`src/flash_seq_defines.vh`:
```
// Constants for the flash self-program sequencer
`ifndef FLASH_SEQ_DEFINES_VH
`define FLASH_SEQ_DEFINES_VH

// ------------------------------------------------------------
// Register byte offsets
// ------------------------------------------------------------
`define OFS_CONTROL 6'h00
`define OFS_POINTER_LOW 6'h04
`define OFS_POINTER_HIGH 6'h08
`define OFS_OPERAND_LOW 6'h0c
`define OFS_OPERAND_HIGH 6'h10
`define OFS_STORE 6'h14
`define OFS_LOCK_BITS 6'h18
`define OFS_LOAD_ADDR 6'h1c

// ------------------------------------------------------------
// Control register fields
// ------------------------------------------------------------
`define BIT_STORE_ENABLE 0
`define BIT_ERASE 1
`define BIT_WRITE 2
`define BIT_LOCK_SET 3
`define BIT_REENABLE 4
`define BIT_BUSY 6
`define BIT_IRQ_ENABLE 7
`define CTRL_RESET 8'h00
`define CMD_NONE 5'h00

// ------------------------------------------------------------
// Command patterns in the lower five bits
// ------------------------------------------------------------
`define CMD_LOAD 5'h01
`define CMD_ERASE 5'h03
`define CMD_WRITE 5'h05
`define CMD_LOCK_SET 5'h09
`define CMD_REENABLE 5'h11

// ------------------------------------------------------------
// Lock bits and timing
// ------------------------------------------------------------
`define LOCK_LSB 2
`define LOCK_RESET 4'hf
`define STORE_WINDOW 3'h4
`define CLK_MHZ 100
`define PROG_TIME_US 3700
`define PROG_CYCLES (`PROG_TIME_US * `CLK_MHZ)

// ------------------------------------------------------------
// Bus responses
// ------------------------------------------------------------
`define RESP_OKAY 2'h0
`define RESP_SLVERR 2'h2

`endif

```
`src/page_buffer.v`:
```
// Temporary page buffer held in flip-flops
module page_buffer #(
	parameter WORD_BITS = 6,
	parameter DATA_BITS = 16
) (
	// Clock and reset
	input wire aclk,
	input wire aresetn,
	// Clear whole buffer
	input wire clear,
	// Write port
	input wire wr_en,
	input wire [WORD_BITS-1:0] wr_index,
	input wire [DATA_BITS-1:0] wr_data,
	// Read port
	input wire [WORD_BITS-1:0] rd_index,
	output wire [DATA_BITS-1:0] rd_data
);
	localparam DEPTH = 1 << WORD_BITS;

	reg [DATA_BITS-1:0] mem [0:DEPTH-1];
	integer i;

	assign rd_data = mem[rd_index];

	// ------------------------------------------------------------
	// Storage; erased state reads as all ones
	// ------------------------------------------------------------
	always @(posedge aclk) begin
		if (!aresetn || clear) begin
			for (i = 0; i < DEPTH; i = i + 1) begin
				mem[i] <= {DATA_BITS{1'b1}};
			end
		end else if (wr_en) begin
			mem[wr_index] <= wr_data;
		end
	end
endmodule

```
`src/flash_self_program_sequencer.v`:
```
// Flash self-program sequencer with AXI4-Lite register access
//
// Design decisions made here: the placing of the registers and the AXI4-Lite slave port.
`include "flash_seq_defines.vh"

module flash_self_program_sequencer #(
	parameter WORD_BITS = 6,
	parameter PAGE_BITS = 8,
	parameter STALL_FIRST_PAGE = 224,
	parameter PROG_CYCLES = `PROG_CYCLES,
	parameter TIMER_BITS = 20
) (
	// Clock and reset
	input wire aclk,
	input wire aresetn,
	// AXI4-Lite write address
	input wire awvalid,
	output reg awready,
	input wire [5:0] awaddr,
	input wire [2:0] awprot,
	// AXI4-Lite write data
	input wire wvalid,
	output reg wready,
	input wire [31:0] wdata,
	input wire [3:0] wstrb,
	// AXI4-Lite write response
	output reg bvalid,
	input wire bready,
	output reg [1:0] bresp,
	// AXI4-Lite read address
	input wire arvalid,
	output reg arready,
	input wire [5:0] araddr,
	input wire [2:0] arprot,
	// AXI4-Lite read data
	output reg rvalid,
	input wire rready,
	output reg [31:0] rdata,
	output reg [1:0] rresp,
	// EEPROM activity
	input wire eeprom_write,
	// Flash array side
	output reg array_erase,
	output reg array_wr_en,
	output reg [PAGE_BITS+WORD_BITS-1:0] array_wr_addr,
	output reg [15:0] array_wr_data,
	output reg [PAGE_BITS-1:0] array_page,
	// Program-memory load address
	output reg [PAGE_BITS+WORD_BITS-1:0] load_word_addr,
	output reg pointer_byte_select,
	// Core status
	output reg cpu_halt,
	output reg concurrent_read_blocked,
	output reg store_ready_irq
);
	localparam S_IDLE = 2'h0;
	localparam S_ARMED = 2'h1;
	localparam S_OUT = 2'h2;
	localparam S_WAIT = 2'h3;
	localparam [WORD_BITS-1:0] LAST_WORD = {WORD_BITS{1'b1}};

	// ------------------------------------------------------------
	// State
	// ------------------------------------------------------------
	reg [1:0] state;
	reg [4:0] cmd;
	reg store_ready_irq_enable;
	reg concurrent_section_busy_flag;
	reg [2:0] window;
	reg [TIMER_BITS-1:0] timer;
	reg [7:0] flash_pointer_low;
	reg [7:0] flash_pointer_high;
	reg [7:0] low_operand_register;
	reg [7:0] high_operand_register;
	reg [3:0] boot_lock;
	reg loading;
	reg [PAGE_BITS-1:0] op_page;
	reg [WORD_BITS-1:0] out_index;
	reg aw_full;
	reg w_full;
	reg [5:0] wr_addr;
	reg [31:0] wr_data;
	reg [3:0] wr_strb;

	wire [15:0] pointer = {flash_pointer_high, flash_pointer_low};
	wire [WORD_BITS-1:0] word_index_field = pointer[WORD_BITS:1];
	wire [PAGE_BITS-1:0] page_index_field =
		pointer[PAGE_BITS+WORD_BITS:WORD_BITS+1];
	wire store_enable_bit = (state != S_IDLE);
	wire [15:0] buf_rd_data;

	// ------------------------------------------------------------
	// Bus write decode
	// ------------------------------------------------------------
	wire do_write = aw_full && w_full && !bvalid;
	wire lane0 = wr_strb[0];
	wire wr_ctrl = do_write && lane0 && wr_addr == `OFS_CONTROL;
	wire wr_store = do_write && lane0 && wr_addr == `OFS_STORE;
	wire [4:0] new_cmd = wr_data[4:0];
	wire cmd_valid = new_cmd == `CMD_LOAD || new_cmd == `CMD_ERASE ||
		new_cmd == `CMD_WRITE || new_cmd == `CMD_LOCK_SET ||
		new_cmd == `CMD_REENABLE;
	wire arm = wr_ctrl && cmd_valid && state == S_IDLE && !eeprom_write;
	wire store_hit = wr_store && state == S_ARMED;
	wire do_load = store_hit && cmd == `CMD_LOAD;
	wire do_reenable = store_hit && cmd == `CMD_REENABLE;
	wire write_done = state == S_OUT && out_index == LAST_WORD;
	wire buf_clear = write_done || do_reenable ||
		(eeprom_write && loading);

	function mapped;
		input [5:0] a;
		begin
			if (a == `OFS_CONTROL || a == `OFS_POINTER_LOW ||
				a == `OFS_POINTER_HIGH || a == `OFS_OPERAND_LOW ||
				a == `OFS_OPERAND_HIGH || a == `OFS_STORE ||
				a == `OFS_LOCK_BITS || a == `OFS_LOAD_ADDR) begin
				mapped = 1'b1;
			end else begin
				mapped = 1'b0;
			end
		end
	endfunction

	// ------------------------------------------------------------
	// Temporary page buffer
	// ------------------------------------------------------------
	page_buffer #(
		.WORD_BITS(WORD_BITS),
		.DATA_BITS(16)
	) u_buffer (
		.aclk(aclk),
		.aresetn(aresetn),
		.clear(buf_clear),
		.wr_en(do_load),
		.wr_index(word_index_field),
		.wr_data({high_operand_register, low_operand_register}),
		.rd_index(out_index),
		.rd_data(buf_rd_data)
	);

	// ------------------------------------------------------------
	// AXI4-Lite write channels
	// ------------------------------------------------------------
	always @(posedge aclk) begin
		if (!aresetn) begin
			awready <= 1'b0;
			wready <= 1'b0;
			aw_full <= 1'b0;
			w_full <= 1'b0;
			bvalid <= 1'b0;
			bresp <= `RESP_OKAY;
			wr_addr <= 6'h00;
			wr_data <= 32'h00000000;
			wr_strb <= 4'h0;
		end else begin
			awready <= !aw_full && !(awvalid && awready);
			wready <= !w_full && !(wvalid && wready);
			if (awvalid && awready) begin
				aw_full <= 1'b1;
				wr_addr <= {awaddr[5:2], 2'b00};
			end
			if (wvalid && wready) begin
				w_full <= 1'b1;
				wr_data <= wdata;
				wr_strb <= wstrb;
			end
			if (do_write) begin
				bvalid <= 1'b1;
				bresp <= mapped(wr_addr) ? `RESP_OKAY : `RESP_SLVERR;
			end
			if (bvalid && bready) begin
				bvalid <= 1'b0;
				aw_full <= 1'b0;
				w_full <= 1'b0;
			end
		end
	end

	// ------------------------------------------------------------
	// AXI4-Lite read channels
	// ------------------------------------------------------------
	function [31:0] read_mux;
		input [5:0] a;
		begin
			read_mux = 32'h00000000;
			if (a == `OFS_CONTROL) begin
				read_mux[`BIT_IRQ_ENABLE] = store_ready_irq_enable;
				read_mux[`BIT_BUSY] = concurrent_section_busy_flag;
				read_mux[4:1] = store_enable_bit ? cmd[4:1] : 4'h0;
				read_mux[`BIT_STORE_ENABLE] = store_enable_bit;
			end else if (a == `OFS_POINTER_LOW) begin
				read_mux[7:0] = flash_pointer_low;
			end else if (a == `OFS_POINTER_HIGH) begin
				read_mux[7:0] = flash_pointer_high;
			end else if (a == `OFS_OPERAND_LOW) begin
				read_mux[7:0] = low_operand_register;
			end else if (a == `OFS_OPERAND_HIGH) begin
				read_mux[7:0] = high_operand_register;
			end else if (a == `OFS_LOCK_BITS) begin
				read_mux[`LOCK_LSB+3:`LOCK_LSB] = boot_lock;
			end else if (a == `OFS_LOAD_ADDR) begin
				read_mux[15:0] = pointer;
			end
		end
	endfunction

	always @(posedge aclk) begin
		if (!aresetn) begin
			arready <= 1'b0;
			rvalid <= 1'b0;
			rdata <= 32'h00000000;
			rresp <= `RESP_OKAY;
		end else begin
			arready <= !rvalid && !(arvalid && arready);
			if (arvalid && arready) begin
				rvalid <= 1'b1;
				rdata <= read_mux({araddr[5:2], 2'b00});
				rresp <= mapped({araddr[5:2], 2'b00}) ?
					`RESP_OKAY : `RESP_SLVERR;
			end else if (rvalid && rready) begin
				rvalid <= 1'b0;
			end
		end
	end

	// ------------------------------------------------------------
	// Software registers
	// ------------------------------------------------------------
	always @(posedge aclk) begin
		if (!aresetn) begin
			flash_pointer_low <= 8'h00;
			flash_pointer_high <= 8'h00;
			low_operand_register <= 8'h00;
			high_operand_register <= 8'h00;
			store_ready_irq_enable <= 1'b0;
		end else if (do_write && lane0) begin
			if (wr_addr == `OFS_CONTROL) begin
				store_ready_irq_enable <= wr_data[`BIT_IRQ_ENABLE];
			end else if (wr_addr == `OFS_POINTER_LOW) begin
				flash_pointer_low <= wr_data[7:0];
			end else if (wr_addr == `OFS_POINTER_HIGH) begin
				flash_pointer_high <= wr_data[7:0];
			end else if (wr_addr == `OFS_OPERAND_LOW) begin
				low_operand_register <= wr_data[7:0];
			end else if (wr_addr == `OFS_OPERAND_HIGH) begin
				high_operand_register <= wr_data[7:0];
			end
		end
	end

	// ------------------------------------------------------------
	// Command sequencer
	// ------------------------------------------------------------
	always @(posedge aclk) begin
		if (!aresetn) begin
			state <= S_IDLE;
			cmd <= `CMD_NONE;
			window <= 3'h0;
			timer <= {TIMER_BITS{1'b0}};
			concurrent_section_busy_flag <= 1'b0;
			boot_lock <= `LOCK_RESET;
			loading <= 1'b0;
			op_page <= {PAGE_BITS{1'b0}};
			out_index <= {WORD_BITS{1'b0}};
			cpu_halt <= 1'b0;
			array_erase <= 1'b0;
			array_wr_en <= 1'b0;
			array_wr_addr <= {(PAGE_BITS+WORD_BITS){1'b0}};
			array_wr_data <= 16'h0000;
			array_page <= {PAGE_BITS{1'b0}};
		end else begin
			array_erase <= 1'b0;
			array_wr_en <= 1'b0;
			if (buf_clear) begin
				loading <= 1'b0;
			end
			case (state)
			S_IDLE: begin
				if (arm) begin
					cmd <= new_cmd;
					window <= `STORE_WINDOW;
					state <= S_ARMED;
				end
			end
			S_ARMED: begin
				if (store_hit) begin
					if (cmd == `CMD_LOAD) begin
						loading <= 1'b1;
						concurrent_section_busy_flag <= 1'b0;
						state <= S_IDLE;
					end else if (cmd == `CMD_REENABLE) begin
						concurrent_section_busy_flag <= 1'b0;
						state <= S_IDLE;
					end else if (cmd == `CMD_LOCK_SET) begin
						// Only boot lock bits, programmed where zero
						boot_lock <= boot_lock &
							low_operand_register[`LOCK_LSB+3:`LOCK_LSB];
						timer <= PROG_CYCLES[TIMER_BITS-1:0];
						state <= S_WAIT;
					end else begin
						// Page latched; operand registers unused
						op_page <= page_index_field;
						concurrent_section_busy_flag <= 1'b1;
						cpu_halt <= page_index_field >=
							STALL_FIRST_PAGE;
						timer <= PROG_CYCLES[TIMER_BITS-1:0];
						if (cmd == `CMD_ERASE) begin
							array_erase <= 1'b1;
							array_page <= page_index_field;
							state <= S_WAIT;
						end else begin
							out_index <= {WORD_BITS{1'b0}};
							state <= S_OUT;
						end
					end
				end else if (window == 3'h1) begin
					state <= S_IDLE;
				end else begin
					window <= window - 3'h1;
				end
			end
			S_OUT: begin
				array_wr_en <= 1'b1;
				array_wr_addr <= {op_page, out_index};
				array_wr_data <= buf_rd_data;
				array_page <= op_page;
				out_index <= out_index + {{(WORD_BITS-1){1'b0}}, 1'b1};
				if (write_done) begin
					state <= S_WAIT;
				end
			end
			S_WAIT: begin
				// Store enable stays set until programming ends
				if (timer <= {{(TIMER_BITS-1){1'b0}}, 1'b1}) begin
					cpu_halt <= 1'b0;
					state <= S_IDLE;
				end else begin
					timer <= timer - {{(TIMER_BITS-1){1'b0}}, 1'b1};
				end
			end
			default: begin
				state <= S_IDLE;
			end
			endcase
		end
	end

	// ------------------------------------------------------------
	// Registered status outputs
	// ------------------------------------------------------------
	always @(posedge aclk) begin
		if (!aresetn) begin
			concurrent_read_blocked <= 1'b0;
			store_ready_irq <= 1'b0;
			load_word_addr <= {(PAGE_BITS+WORD_BITS){1'b0}};
			pointer_byte_select <= 1'b0;
		end else begin
			concurrent_read_blocked <= concurrent_section_busy_flag;
			store_ready_irq <= store_ready_irq_enable &&
				!store_enable_bit;
			load_word_addr <= pointer[PAGE_BITS+WORD_BITS:1];
			pointer_byte_select <= pointer[0];
		end
	end
endmodule

```
`config.mk`:
```
export PLATFORM = sky130hd
export DESIGN_NAME = flash_self_program_sequencer
export DESIGN_NICKNAME = d
export VERILOG_FILES = /design/src/page_buffer.v /design/src/flash_self_program_sequencer.v
export VERILOG_INCLUDE_DIRS = /design/src /design/src/src
export SDC_FILE = /design/constraint.sdc
export NUM_CORES = 2
export LEC_CHECK = 0
export ABC_AREA = 1
export BUFFER_PORTS_ARGS = -buffer_cell sky130_fd_sc_hd__buf_2
export CAP_MARGIN = 5
export CORE_UTILIZATION = 39
export CTS_BUF_LIST = sky130_fd_sc_hd__clkbuf_4 sky130_fd_sc_hd__clkbuf_8 sky130_fd_sc_hd__clkbuf_16
export DETAILED_ROUTE_END_ITERATION = 16
export MAX_ROUTING_LAYER = met4
export PLACE_DENSITY = 0.54
export SLEW_MARGIN = 30
export SYNTH_ARGS = -nofsm -noshare
export SYNTH_HDL_FRONTEND = slang
export SYNTH_SLANG_ARGS = --single-unit
```
`constraint.sdc`:
```
create_clock -name aclk -period 3.16 [get_ports aclk]
set_input_delay 0.316 -clock aclk [delete_from_list [all_inputs] [get_ports aclk]]
set_output_delay 0.316 -clock aclk [all_outputs]
set_load 0.01 [all_outputs]
```
==> results_dict.tcl <==
set metrics [dict create \
    outcome "complete, no violations" \
    relSlewSlack_pct 38.9 \
    p_leak_nw 20.6 \
    cts_buffers 137 \
    rsz0062_at_grt "false" \
    tns_ns 0 \
    whs_ns 0.123 \
    finalCritPeriodShare_pct 91.2 \
    cts_num_sinks 1203 \
    via_per_inst 5.68 \
    critPathRequiredTime_ns 3.59 \
    synth.avg_cell_area_um2 9.49 \
    yosysUniqueCellTypes 41 \
    grt_pass1_vias 41577 \
    antenna_found_initial 1 \
    fin_worst_skew_ns 0.0268 \
    die-area_um2 144000 \
    wl_per_cell_um 23.8 \
    dp_hpwl_um 103000 \
    crit_slowest_cell "dfxtp_1" \
    first_pass_iters 6 \
    core_um2 141000 \
    ys_ff_latch 1203 \
    period_minus_slack_ns 2.88 \
    synth_cells 5848 \
    hold_path.startpoint "araddr[3]" \
    drive_gt1_share_pct 11.1 \
    initial_core_util_pct 39.3 \
    path_max_fanout 33 \
    portBuffers 105 \
    ys_seq_area_share_pct 61.8 \
    grtUsageTotal_pct 26.2 \
    drt_iter0_markers 5200 \
    path_clk_slew_ns 0.06 \
    vias 43916 \
    slowest_delay_ns 0.32 \
    ir_worst_vdd_mv 0.420 \
    drc 0 \
    final_cell_count_no_fill 7737 \
    powerDensity_nw_per_um2 539 \
    clock_latency_ns 0.78 \
    ys_async_sr_fraction_pct 0 \
    slew_viol_final 0 \
    cts_max_path_buffers 3 \
    fin_util_pct 44.8 \
    htreeDepth 4 \
    fmax_mhz 347 \
    syn_area_um2 55500 \
    die_width_um 379 \
    nNetsFinal 5799 \
    maxCapViolCount 0 \
    postRouteAntennaNets 0 \
    crit_type "reg2reg" \
    wl_um 184000 \
    cp-start-kind "flop" \
    cts_tree "built" \
    hp-class "in2reg" \
    rows 138 \
    critPathCaptureType "flop" \
    p_total_mw 34.2 \
    timing.rr.end "u_buffer.mem[38][15]" \
    area_growth_pct 14.2 \
    crit_chain "inv_1, nand4_2, inv_1, nand4_1, nor2_1, nand2_1, nand2_1, inv_2, buf_12, o21ai_1, buf_4" \
    reg2reg_from "bvalid" \
    synth_edf_count 1024 \
    setup_viol 0 \
    cts-resized-gates 0 \
    tightest_slew_ns 0.916 \
    r2r_slack_ns 0.28 \
    min_path_cells 6 \
    hold_end "rdata[7]" \
    clockRootBuffer "clkbuf_16" \
    post-place-cells 7462 \
    synthFlopType "edfxtp_1" \
    routabilityCongestion 0.870 \
    hold_violations 0 \
    reg2regPathDepth 11 \
    pin_count 161 \
    yosys_warnings 0 \
    arrival_ns 3.31 \
    grt_pass1_wl_um 273000 \
    die_height_um 379 \
    overflow 0 \
    grt_max_degree 129 \
]
## cell type report
class,instances,area (um^2)
Clock buffer,191,4030
Fill cell,13266,78000
Sequential cell,1203,34300
Antenna cell,1,2.50
Tap cell,1890,2360
Clock inverter,62,528
Multi-Input combinational cell,3910,18100
Inverter,129,505
Timing Repair Buffer,351,3460
## Yosys cell counts (3+ instances only)
cell type	n	area (um^2)
clkbuf_1	444	1670
nand4_1	7	43.8
a211oi_1	11	82.6
o211a_1	6	60.1
buf_2	38	190
a21oi_1	111	556
ha_1	5	62.6
nor3_1	28	140
o2111ai_1	3	26.3
buf_1	33	124
nand2_1	1334	5010
o21ai_0	163	816
nor2_2	7	43.8
or2_2	6	37.5
nand3_1	2002	10000
inv_1	116	435
dfxtp_1	179	3580
nor2_1	168	631
edfxtp_1	1024	30700
buf_4	95	713
xnor2_1	7	61.3
o22ai_1	9	56.3
inv_2	9	33.8
xor2_1	9	78.8
buf_6	12	135
clkinv_1	4	15.0
## how the worst max path moves through the flow
| stage | from | slack, ns | endpoint | depth (start not counted) |
|---|---|---|---|---|
| after floorplan | bvalid | 0.24 | u_buffer.mem[0][0] | 10 |
| after global placement | bvalid | 0.35 | u_buffer.mem[49][0] | 11 |
| after detailed placement | bvalid | 0.30 | u_buffer.mem[49][8] | 11 |
| after CTS | bvalid | 0.30 | u_buffer.mem[49][3] | 11 |
| after global routing | bvalid | 0.15 | u_buffer.mem[52][12] | 12 |
| final | bvalid | 0.28 | u_buffer.mem[38][15] | 11 |
## worst max-delay path: cells and delay by family (launching register included)
| kind | cells | cell delay [ns] |
|---|---|---|
| and+or+nand+nor | 5 | 1.00 |
| DFF | 1 | 0.32 |
| AOI/OAI and AO/OA | 1 | 0.11 |
| buffers and inverters | 5 | 1.04 |
## cell usage in the layout (no fill, tap or decap), types with 7 or more instances in the layout
master,count
clkbuf_16,146
inv_2,21
clkinv_1,30
o21ai_1,32
nor2_4,11
buf_4,142
o22ai_1,9
clkbuf_4,39
nor3_1,20
conb_1,18
buf_2,104
nor3_2,8
a21oi_1,111
o21ai_0,99
inv_1,102
nand4_1,7
xor2_1,9
edfxtp_1,1024
nor2_1,163
bufinv_16,8
dlygate4sd3_1,21
clkinv_2,17
inv_6,8
a211oi_1,11
nand2_1,1334
buf_12,82
xnor2_1,7
dfxtp_1,174
o21ai_2,33
nand3_1,2002
## power by group
part	internal [mW]	switching [mW]	total, mW	leakage, nW
Clock	9.58	6.61	16.2	2.29
Sequential	17.2	0.0313	17.2	8.38
Combinational	0.189	0.593	0.781	9.95
Total	26.9	7.23	34.2	20.6
## per-stage QoR
| stage | setup slack (ns) | instance area [um^2] |
|---|---|---|
| global route | 0.155 | 63400 |
| global placement | 0.351 | 58600 |
| CTS | 0.301 | 63400 |
| detailed placement | 0.298 | 58600 |
| finish | 0.278 | 63400 |
| floorplan | 0.244 | 55600 |
## per-layer routing
layer / part of all wire (%) / global-route usage [%]
met1: 42 / 35.2
met2: 47 / 40.4
met3: 8.6 / 4.70
met4: 2.5 / 7.43
met5: 0 / -
## flip-flops by register name, summed over array words and instances (netlist names), 5 cells and up, named ones only
name and count:
wr_data 8, high_operand_register 8, array_wr_addr 14, load_word_addr 14
out_index 6, op_page 8, rdata 16, flash_pointer_low 8
u_buffer.mem 1024, low_operand_register 8, array_wr_data 16, cmd 5
array_page 8, timer 20, flash_pointer_high 8
## what timing repair did
item	CTS	global route
buffers inserted	0	0
hold buffers	21	0
endpoints found under the hold margin	29	0
## cell families (layout without fill, tap and decap cells)
kind of cell	Yosys count	after routing	share of synthesized area [%]
xor gates and xnor gates	16	16	0.252
DFF	1203	1203	61.8
other	1	19	0.00676
adders and majority gates	5	5	0.113
and+or+nand+nor	3562	3562	28.8
AOI/OAI and AO/OA	309	309	2.95
buffers and inverters	752	733	5.98
Power figures use the tool's default switching activity.
